File: config.mk
export PLATFORM = sky130hd
export DESIGN_NAME = nml_loader
export DESIGN_NICKNAME = d
export VERILOG_FILES = /design/src/verilog/nml_pkg.sv /design/src/verilog/nml_fetch_if.sv /design/src/verilog/nml_loader.sv /design/src/verilog/nml_word_fetch.sv
export SDC_FILE = /design/constraint.sdc
export NUM_CORES = 1
export LEC_CHECK = 0
export CORE_ASPECT_RATIO = 0.9
export CORE_MARGIN = 2
export CORE_UTILIZATION = 50
export CTS_CLUSTER_SIZE = 25
export DETAILED_ROUTE_END_ITERATION = 10
export DONT_BUFFER_PORTS = 1
export PLACE_DENSITY = 0.7
export SETUP_SLACK_MARGIN = 0.1
export SLEW_MARGIN = 0
export SYNTH_ARGS = -nofsm -noshare
export SYNTH_HDL_FRONTEND = slang
export SYNTH_SLANG_ARGS = --single-unit
File: constraint.sdc
create_clock -name clk_sys -period 3 [get_ports clk_sys]
set_input_delay 0.15 -clock clk_sys [delete_from_list [all_inputs] [get_ports clk_sys]]
set_output_delay 0.15 -clock clk_sys [all_outputs]
set_load 0.02 [all_outputs]
File: src/verilog/nml_pkg.sv
// Purpose: Shared constants for the configuration image loader.
// Assumes: 16-bit image words addressed by word index.
// Notes:   Clock is clk_sys at 50 MHz.
`default_nettype none
package nml_pkg;
   localparam int          WORD_W         = 16;
   localparam int          ADDR_W         = 9;
   localparam int          CLK_HZ         = 50_000_000;
   localparam logic [8:0]  WA_ADDR0       = 9'h000;
   localparam logic [8:0]  WA_ADDR1       = 9'h001;
   localparam logic [8:0]  WA_ADDR2       = 9'h002;
   localparam logic [8:0]  WA_SIZING      = 9'h012;
   localparam logic [8:0]  WA_CLASS       = 9'h013;
   localparam int          SIG_MSB        = 15;
   localparam int          SIG_LSB        = 14;
   localparam logic [1:0]  SIG_GOOD       = 2'h1;
   localparam int          CLASS_BIT      = 15;
   localparam int          FLIP_BIT       = 8;
   localparam logic [15:0] UNUSED_WORD    = 16'hFFFF;
   localparam logic [15:0] MIN_BYTES_CL   = 16'h0100;
   localparam logic [15:0] MIN_BYTES_NOCL = 16'h0200;
   localparam logic [47:0] SLOT_RESET     = 48'h0;
   localparam logic        CLASS_RESET    = 1'b1;
   localparam int          FETCH_TMO_NS   = 10000;
   localparam int          FETCH_TMO_CYC  =
      (FETCH_TMO_NS / (1_000_000_000 / CLK_HZ) < 1) ? 1 :
      FETCH_TMO_NS / (1_000_000_000 / CLK_HZ);
endpackage : nml_pkg
`default_nettype wire

File: src/verilog/nml_fetch_if.sv
// Purpose: Carries one word request from the sequencer to the fetcher.
// Assumes: Both ends run on clk_sys.
// Notes:   start and done are one-cycle pulses.
`timescale 1ns/1ps
`default_nettype none
interface nml_fetch_if;
   logic        start;
   logic [8:0]  addr;
   logic        done;
   logic [15:0] data;
   logic        unused;
   modport ctrl  (output start, output addr,
                  input done, input data, input unused);
   modport fetch (input start, input addr,
                  output done, output data, output unused);
endinterface : nml_fetch_if
`default_nettype wire

File: src/verilog/nml_loader.sv
// Purpose: Loads the station address and class-load bit after reset.
// Assumes: Storage port, power events and straps are on clk_sys.
// Notes:   A wake from D3 during a load is absorbed by that load.
// Contract
// RULE1 - Apply words only with a valid signature.
// RULE2 - Load address words 0-2 into slot 0.
// RULE3 - Second port inverts bit 8 of word 2.
// RULE4 - All-ones word is treated as unused.
// RULE5 - Image must be 256 or 512 bytes.
// RULE6 - Each port and image gets unique address.
// RULE7 - Slot valid only after loading completes.
`timescale 1ns/1ps
`default_nettype none
module nml_loader
   import nml_pkg::*;
(
   input  wire logic        clk_sys,
   input  wire logic        reset,
   input  wire logic        d3_exit,
   input  wire logic        port_sel,
   input  wire logic        mgmt_enable,
   input  wire logic [15:0] image_bytes,
   output logic             nvm_req,
   output logic [8:0]       nvm_addr,
   input  wire logic        nvm_ack,
   input  wire logic [15:0] nvm_rdata,
   output logic             load_busy,
   output logic             signature_valid,
   output logic [47:0]      receive_address_slot0,
   output logic             receive_address_slot0_valid,
   output logic             config_class_load_bit,
   output logic             image_size_short
);
   typedef enum logic [2:0] {
      ST_SIG, ST_W0, ST_W1, ST_W2, ST_CLASS, ST_DONE
   } nml_state_t;

   nml_state_t  state_q;
   nml_state_t  state_d;
   logic        pend_q;
   logic        sig_q;
   logic [47:0] slot_q;
   logic        addr_ok_q;
   logic        valid_q;
   logic        class_q;
   logic        short_q;
   logic        busy_q;

   nml_fetch_if fif ();

   function automatic logic [8:0] word_of(input nml_state_t s);
      unique case (s)
         ST_SIG:   word_of = WA_SIZING;
         ST_W0:    word_of = WA_ADDR0;
         ST_W1:    word_of = WA_ADDR1;
         ST_W2:    word_of = WA_ADDR2;
         ST_CLASS: word_of = WA_CLASS;
         ST_DONE:  word_of = WA_SIZING;
      endcase
   endfunction : word_of

   ////////////////////////////////////////////////////////////////////
   nml_word_fetch u_fetch (
      .clk_sys   (clk_sys),
      .reset     (reset),
      .fif       (fif.fetch),
      .nvm_req   (nvm_req),
      .nvm_addr  (nvm_addr),
      .nvm_ack   (nvm_ack),
      .nvm_rdata (nvm_rdata)
   );

   assign fif.start = busy_q && !pend_q;
   assign fif.addr  = word_of(state_q);

   always_ff @(posedge clk_sys) begin
      if (reset) begin
         pend_q <= 1'b0;
      end else if (fif.start) begin
         pend_q <= 1'b1;
      end else if (fif.done) begin
         pend_q <= 1'b0;
      end
   end

   ////////////////////////////////////////////////////////////////////
   // Sequencer: one word per state up to ST_CLASS, each advance on the fetch answer; ST_DONE restarts on d3_exit.
   always_comb begin
      state_d = state_q;
      if (state_q == ST_DONE) begin
         if (d3_exit) begin
            state_d = ST_SIG; // RULE2
         end
      end else if (fif.done) begin
         unique case (state_q)
            ST_SIG: begin
               if (!fif.unused &&
                   fif.data[SIG_MSB:SIG_LSB] == SIG_GOOD) begin
                  state_d = ST_W0; // RULE1
               end else begin
                  state_d = ST_DONE; // RULE1
               end
            end
            ST_W0:    state_d = ST_W1;
            ST_W1:    state_d = ST_W2;
            ST_W2:    state_d = ST_CLASS;
            ST_CLASS: state_d = ST_DONE;
            ST_DONE:  state_d = ST_DONE;
         endcase
      end
   end

   always_ff @(posedge clk_sys) begin
      if (reset) begin
         state_q <= ST_SIG; // RULE2
         busy_q  <= 1'b1;
      end else begin
         state_q <= state_d;
         busy_q  <= (state_d != ST_DONE);
      end
   end

   ////////////////////////////////////////////////////////////////////
   always_ff @(posedge clk_sys) begin
      if (reset) begin
         sig_q <= 1'b0;
      end else if (fif.done && state_q == ST_SIG) begin
         sig_q <= !fif.unused &&
                  fif.data[SIG_MSB:SIG_LSB] == SIG_GOOD; // RULE1
      end
   end

   // Unused address words leave the slot word at its reset value.
   always_ff @(posedge clk_sys) begin
      if (reset) begin
         slot_q    <= SLOT_RESET;
         addr_ok_q <= 1'b0;
      end else if (fif.done) begin
         unique case (state_q)
            ST_SIG: begin
               slot_q    <= SLOT_RESET;
               addr_ok_q <= 1'b1;
            end
            ST_W0: begin
               if (fif.unused) begin
                  addr_ok_q <= 1'b0; // RULE4
               end else begin
                  slot_q[15:0] <= fif.data; // RULE2
               end
            end
            ST_W1: begin
               if (fif.unused) begin
                  addr_ok_q <= 1'b0; // RULE4
               end else begin
                  slot_q[31:16] <= fif.data; // RULE2
               end
            end
            ST_W2: begin
               if (fif.unused) begin
                  addr_ok_q <= 1'b0; // RULE4
               end else begin
                  slot_q[47:32] <= fif.data ^
                     (16'(port_sel) << FLIP_BIT); // RULE3
               end
            end
            ST_CLASS: begin
            end
            ST_DONE: begin
            end
         endcase
      end
   end

   // The slot reads valid only once every loaded word is in place.
   always_ff @(posedge clk_sys) begin
      if (reset) begin
         valid_q <= 1'b0;
      end else if (busy_q || state_d != ST_DONE) begin
         // A reload drops the slot flag on its first edge, not one later.
         valid_q <= 1'b0; // RULE7
      end else begin
         valid_q <= sig_q && addr_ok_q; // RULE7
      end
   end

   always_ff @(posedge clk_sys) begin
      if (reset) begin
         class_q <= CLASS_RESET;
      end else if (fif.done && state_q == ST_CLASS && !fif.unused) begin
         class_q <= fif.data[CLASS_BIT]; // RULE4
      end
   end

   // Only a hint: the device keeps working with a short image.
   always_ff @(posedge clk_sys) begin
      if (reset) begin
         short_q <= 1'b0;
      end else if (busy_q) begin
         short_q <= 1'b0; // RULE7
      end else begin
         short_q <= sig_q && mgmt_enable &&
            (image_bytes < (class_q ? MIN_BYTES_CL
                                    : MIN_BYTES_NOCL)); // RULE5
      end
   end

   assign load_busy                   = busy_q;
   assign signature_valid             = sig_q && !busy_q;
   assign receive_address_slot0       = slot_q;
   assign receive_address_slot0_valid = valid_q;
   assign config_class_load_bit       = class_q;
   assign image_size_short            = short_q;
endmodule : nml_loader
`default_nettype wire

File: src/verilog/nml_word_fetch.sv
// Purpose: Reads one image word over the request and acknowledge port.
// Assumes: The storage controller answers on clk_sys.
// Notes:   A missing answer is turned into an unused word.
`timescale 1ns/1ps
`default_nettype none
module nml_word_fetch
   import nml_pkg::*;
(
   input  wire logic    clk_sys,
   input  wire logic    reset,
   nml_fetch_if.fetch   fif,
   output logic         nvm_req,
   output logic [8:0]   nvm_addr,
   input  wire logic    nvm_ack,
   input  wire logic [15:0] nvm_rdata
);
   logic [15:0] tmo_q;
   logic [15:0] data_q;
   logic        done_q;

   ////////////////////////////////////////////////////////////////////
   always_ff @(posedge clk_sys) begin
      if (reset) begin
         nvm_req  <= 1'b0;
         nvm_addr <= 9'h000;
         tmo_q    <= 16'h0000;
      end else if (fif.start) begin
         nvm_req  <= 1'b1;
         nvm_addr <= fif.addr;
         tmo_q    <= 16'h0000;
      end else if (nvm_req) begin
         if (nvm_ack || tmo_q == 16'(FETCH_TMO_CYC - 1)) begin
            nvm_req <= 1'b0;
         end
         tmo_q <= tmo_q + 16'h0001;
      end
   end

   // A stuck storage part must not hang the load forever.
   always_ff @(posedge clk_sys) begin
      if (reset) begin
         data_q <= UNUSED_WORD;
         done_q <= 1'b0;
      end else begin
         done_q <= nvm_req && !fif.start &&
                   (nvm_ack || tmo_q == 16'(FETCH_TMO_CYC - 1));
         if (nvm_req && nvm_ack) begin
            data_q <= nvm_rdata;
         end else if (nvm_req) begin
            data_q <= UNUSED_WORD;
         end
      end
   end

   assign fif.done   = done_q;
   assign fif.data   = data_q;
   assign fif.unused = (data_q == UNUSED_WORD); // RULE4
endmodule : nml_word_fetch
`default_nettype wire
Word-level counts from Yosys, hierarchy flattened
Cells that the tools add are included.
W data, S select, Z words.
{ "op_classes": {"n_mux": 21, "n_eq_ne": 13, "bitwise_logic": 1, "reduce_logical": 34, "n_lt_le_gt_ge": 1, "n_addsub": 1} }
{ "op_table": {"columns": ["op", "n"], "rows": [
  ["$pmux W16 S2", 3],
  ["$mux W16", 4],
  ["$pmux W9 S5", 1],
  ["$add A16 B1 Y16 const B", 1],
  ["$eq A16 B16 Y1 const B", 1],
  ["$eq A16 B9 Y1 const B", 1],
  ["$lt A16 B10 Y1", 1],
  ["$xor A16 B9 Y16", 1],
  ["$pmux W3 S5", 1],
  ["$logic_and A1 B1 Y1", 12],
  ["$mux W3", 4],
  ["$reduce_and A3 Y1", 4],
  ["$reduce_bool A2 Y1", 6],
  ["$mux W10", 1],
  ["$reduce_or A2 Y1", 4],
  ["$eq A3 B2 Y1 const B", 2],
  ["$eq A3 B3 Y1 const B", 2],
  ["$mux W1", 6],
  ["$ne A2 B2 Y1 const B", 3],
  ["$logic_not A1 Y1", 4],
  ["$eq A3 B1 Y1 const B", 1],
  ["$logic_not A3 Y1", 1],
  ["$ne A3 B3 Y1 const B", 1],
  ["$reduce_or A3 Y1", 1],
  ["4 further kinds", 5]
]} }
{ "word_totals": {"register_bits": 101, "output_inout_bits": 63} }

Longest topological paths before layout
{ "depth": {"depth_word": 10, "ltp_mapped": 6, "ltp_nobuf": 5} }

Hierarchy
From an unflattened synthesis, not the netlist that was laid out.
{ "hier_totals": {"cells_unflattened": 477, "area_unflattened_um2": 4192.8} }
{ "by_module_without_submodules": {"columns": ["mod", "area_each_um2", "cells_per_inst", "seq_area_each_um2", "n_inst"], "rows": [
  ["nml_loader", 2426.1, 291, 1161.1, 1],
  ["nml_word_fetch", 1766.7, 186, 860.8, 1]
]} }

Least setup slack after synthesis
OpenSTA, ideal clock, no wires.
{ "synth_timing": {"kind": "register -> register", "from": "register u_fetch.data_q[7] (netlist: u_fetch.fif.data[7])", "to": "register slot_q[22] (netlist: receive_address_slot0[22])", "required_time_ns": 2.883, "path_stages_with_launch": 7, "setup_slack_ns": 1.303, "arrival_time_ns": 1.580, "synth_period_minus_slack_ns": 1.697, "cell_sequence": "dfxtp_1 -> nand4_1 -> nor4_2 -> buf_4 -> nor3_2 -> buf_2 -> a22o_1"} }
{ "synth_via": {"elab_chain_cells": 3} }
{ "synth_lines": {"columns": ["item", "line_no", "text"], "rows": [
  ["start, declared", "nml_word_fetch.sv:18", "logic [15:0] data_q;"],
  ["start signal, assigned", "nml_word_fetch.sv:48", "data_q <= nvm_rdata;"],
  ["$eq A16 B16 Y1", "nml_word_fetch.sv:57", "assign fif.unused = (data_q == UNUSED_WORD);"],
  ["$ne A2 B2 Y1 (no line)", null, null],
  ["$reduce_and A3 Y1 (no line)", null, null],
  ["end signal, assigned", "nml_loader.sv:155", "slot_q[31:16] <= fif.data;"],
  ["end, declared", "nml_loader.sv:42", "logic [47:0] slot_q;"]
]} }
Every way passes these cells.
A chain may end at the register's enable or synchronous reset.

Final worst setup path
{ "layout_timing": {"from": "input port reset", "to": "register short_q (netlist: image_size_short)"} }
{ "layout_via": {"elab_chain_cells": 1} }
{ "layout_lines": {"columns": ["item", "line_no", "text"], "rows": [
  ["start, declared", "nml_loader.sv:18", "input wire logic reset,"],
  ["$reduce_or A2 Y1 (no line)", null, null],
  ["end signal, assigned", "nml_loader.sv:201", "short_q <= sig_q && mgmt_enable &&"],
  ["end, declared", "nml_loader.sv:46", "logic short_q;"]
]} }
Every way passes these cells.

==> impl_metrics.toml <==
[critical_path]
cp_top_family = "buffers and inverters"
cp-end-kind = "register"
cpPeakStageDelay_ps = 920
cp_max_fo = 30
crit_type = "input pin to register"
worstPathArrival_ps = 2880
crit_top_cell = "dlygate4sd3_1"
required_ps = 3310
worstPathBufferInverterCount = 3
slowest_stage = "dlygate4sd3_1"
cp-start-kind = "input pin"
crit_chain = "dlygate4sd3_1, nor4_1, nand4b_1, dlygate4sd3_1, a211oi_1, dlygate4sd3_1"

[clock_tree]
clockBufferDepth = 2
clkTransAtPathRegs_ps = 90
clk_latency_ps = 370
post_cts_buffers = 0
cts_root_buf = "clkbuf_8"
holdBufCountCts = 21
cts.sinks = 95
postCtsResizedCells = 0
numCtsBuffers = 9
cts_tree = "done"
htree_levels = 3

[logic_synthesis]
synth.avg_cell_area_sq_um = 9.00
syn_inst = 427
yosysWarnings = 0
synth_edf_count = 0
syn_area_sq_um = 3840
synthDistinctLibCells = 52
yosysSeqAreaShare_pct = 49.5
ys_ff_latch = 95
ys_async_sr_fraction_pct = 0
synth_ff_type = "dfxtp_1"

[global_routing]
grt_max_degree = 35
antenna_found_initial = 0
grt_pass1_wl_um = 14300
gr-total-overflow = 0
grt_pass1_vias = 2836
grt_usage_pct = 21.9

[place]
port_buffers = 0
place_ws_ps = 1060
dp_hpwl_um = 6010
gp_congestion = 0.760
dp.cells = 498

[finish]
final_common_cell = "dfxtp_1"
nNetsFinal = 474
area_growth_pct = 11.2
antennaDiodeCount = 0
layout.cells.non_filler = 535
layout_common_cells = "95 x dfxtp_1, 62 x nand2_1, 38 x nand3_1"
n_fill_cell = 667
drive_above_1_share_pct = 6.38

[drt]
drc_errors = 0
ant_nets = 0
via_count = 3192
wl_um = 9090
wl_per_cell_um = 17.0
first_pass_iters = 4
drt_iter0_drc = 220
via_per_inst = 5.97

[job]
cap_viol_max_count = 0

[floorplanning]
core-area_sq_um = 7510
die_x_um = 96.4
die_area_sq_um = 8400
start_util_pct = 51.2
row_count = 30
boundaryPins = 101
fp.dieH_um = 87.2

[timing]
report.final.slew_viol_count = 0
setup-tns-final_ps = 0
fin_ws_ps = 430
worst_slew_margin_rel_pct = 27.5
hold_violations = 0
tightest_slew_ps = 1080
setup_viol = 0
fmax_mhz = 389
period_share_pct = 85.7
skew_ps = 13.7
finalCriticalPeriod_ps = 2570
holdWs_ps = 34.8
rsz0062_at_grt = "no"

[pwr]
power-per-cell-area_nw_per_um2 = 565
ir_drop_mv = 0.401
power.leakage_nw = 1.43

[worst_hold_path]
hold_path_class = "input pin to register"

[run_status]
status = "finished, final reports clean"
==> per-layer routing <==
metal	GRT usage (%)	vias up	wire (um)	share of wire, %
met3	6.49	18	744	8.2
met4	8.96	0	156	1.7
li1	-	1549	-	-
met5	0	-	0	0
met1	30.0	1492	4130	45
met2	32.4	133	4060	45
==> worst min-delay path: stages <==
cell	delay, ps
xor2_1	40
nand3_1	90
a31oi_1	70
==> synthesized netlist by cell type (2+ instances only) <==
cell | n | area, sq um
xor2_1 | 4 | 35.0
nand3_1 | 38 | 190
o22ai_1 | 16 | 100
nand2b_1 | 6 | 37.5
buf_6 | 2 | 22.5
a22o_1 | 16 | 140
ha_1 | 2 | 25.0
or3_1 | 5 | 31.3
clkbuf_1 | 21 | 78.8
buf_4 | 8 | 60.1
inv_1 | 7 | 26.3
a21oi_1 | 12 | 60.1
nand2_1 | 62 | 233
nand3b_1 | 2 | 15.0
nand4_1 | 11 | 68.8
nor3_1 | 6 | 30.0
nor4_2 | 2 | 25.0
a31oi_1 | 16 | 100
buf_1 | 2 | 7.51
o2bb2ai_1 | 16 | 140
nor2_1 | 23 | 86.3
o21ai_0 | 4 | 20.0
a21o_1 | 2 | 15.0
xnor2_1 | 10 | 87.6
dfxtp_1 | 95 | 1900
buf_2 | 4 | 20.0
nor2b_1 | 2 | 12.5
nor4_1 | 8 | 50.1
o21ai_1 | 2 | 10.0
==> sequential cells by signal, indices dropped and copies added, names as in the netlist, 3 cells and up <==
name,cells
u_fetch.nvm_addr,3
state_q,3
u_fetch.tmo_q,16
receive_address_slot0,48
u_fetch.fif.data,16
==> area by class of cell <==
class,count,area [sq um],area share [%]
repair buffers,28,263,6.15
clock inverters,7,86.3,2.02
inverters,7,26.3,0.615
multi-input cells,293,1750,41.0
flip-flops and latches,95,1900,44.5
well taps,96,120,2.81
clock buffers,9,124,2.90
==> worst paths after layout <==
kind                         from                                endpoint  slack, ps  cells after the start
min reg2reg    sig_q$_SDFFE_PP0P_                      sig_q$_SDFFE_PP0P_        450                      2
max                         reset             image_size_short$_SDFF_PP0_        430                      6
max reg2reg  load_busy$_SDFF_PP1_             image_size_short$_SDFF_PP0_        570                      5
min                      port_sel  receive_address_slot0[40]$_SDFFE_PP0P_         30                      3
==> per-stage QoR <==
step / power, mW / instance area (sq um) / util [%]
2_1_floorplan: 1.50 / 3860 / -
3_3_place_gp: 1.52 / 3850 / 51.3
3_5_place_dp: 1.52 / 3850 / 51.3
4_1_cts: 2.43 / 4270 / 56.9
5_1_grt: 2.50 / 4270 / 56.9
6_report: 2.41 / 4270 / 56.9
==> report_power, final <==
group | switching (mW) | internal (mW) | leakage [nW]
clock | 0.485 | 0.406 | 0.110
sequential | 0.0402 | 1.28 | 0.769
combinational | 0.128 | 0.0717 | 0.550
total | 0.654 | 1.76 | 1.43
==> cells by family after synthesis <==
kind of cell    Yosys count  synth area share [%]
mux                       1                 0.261
buf+inv                  44                  5.60
compound gates           93                  17.9
fa+ha+maj                 2                 0.651
xor+xnor                 14                  3.19
simple gates            177                  22.8
other cells               1                0.0976
flops                    95                  49.5
No activity file was read; power rests on OpenSTA's default activity.
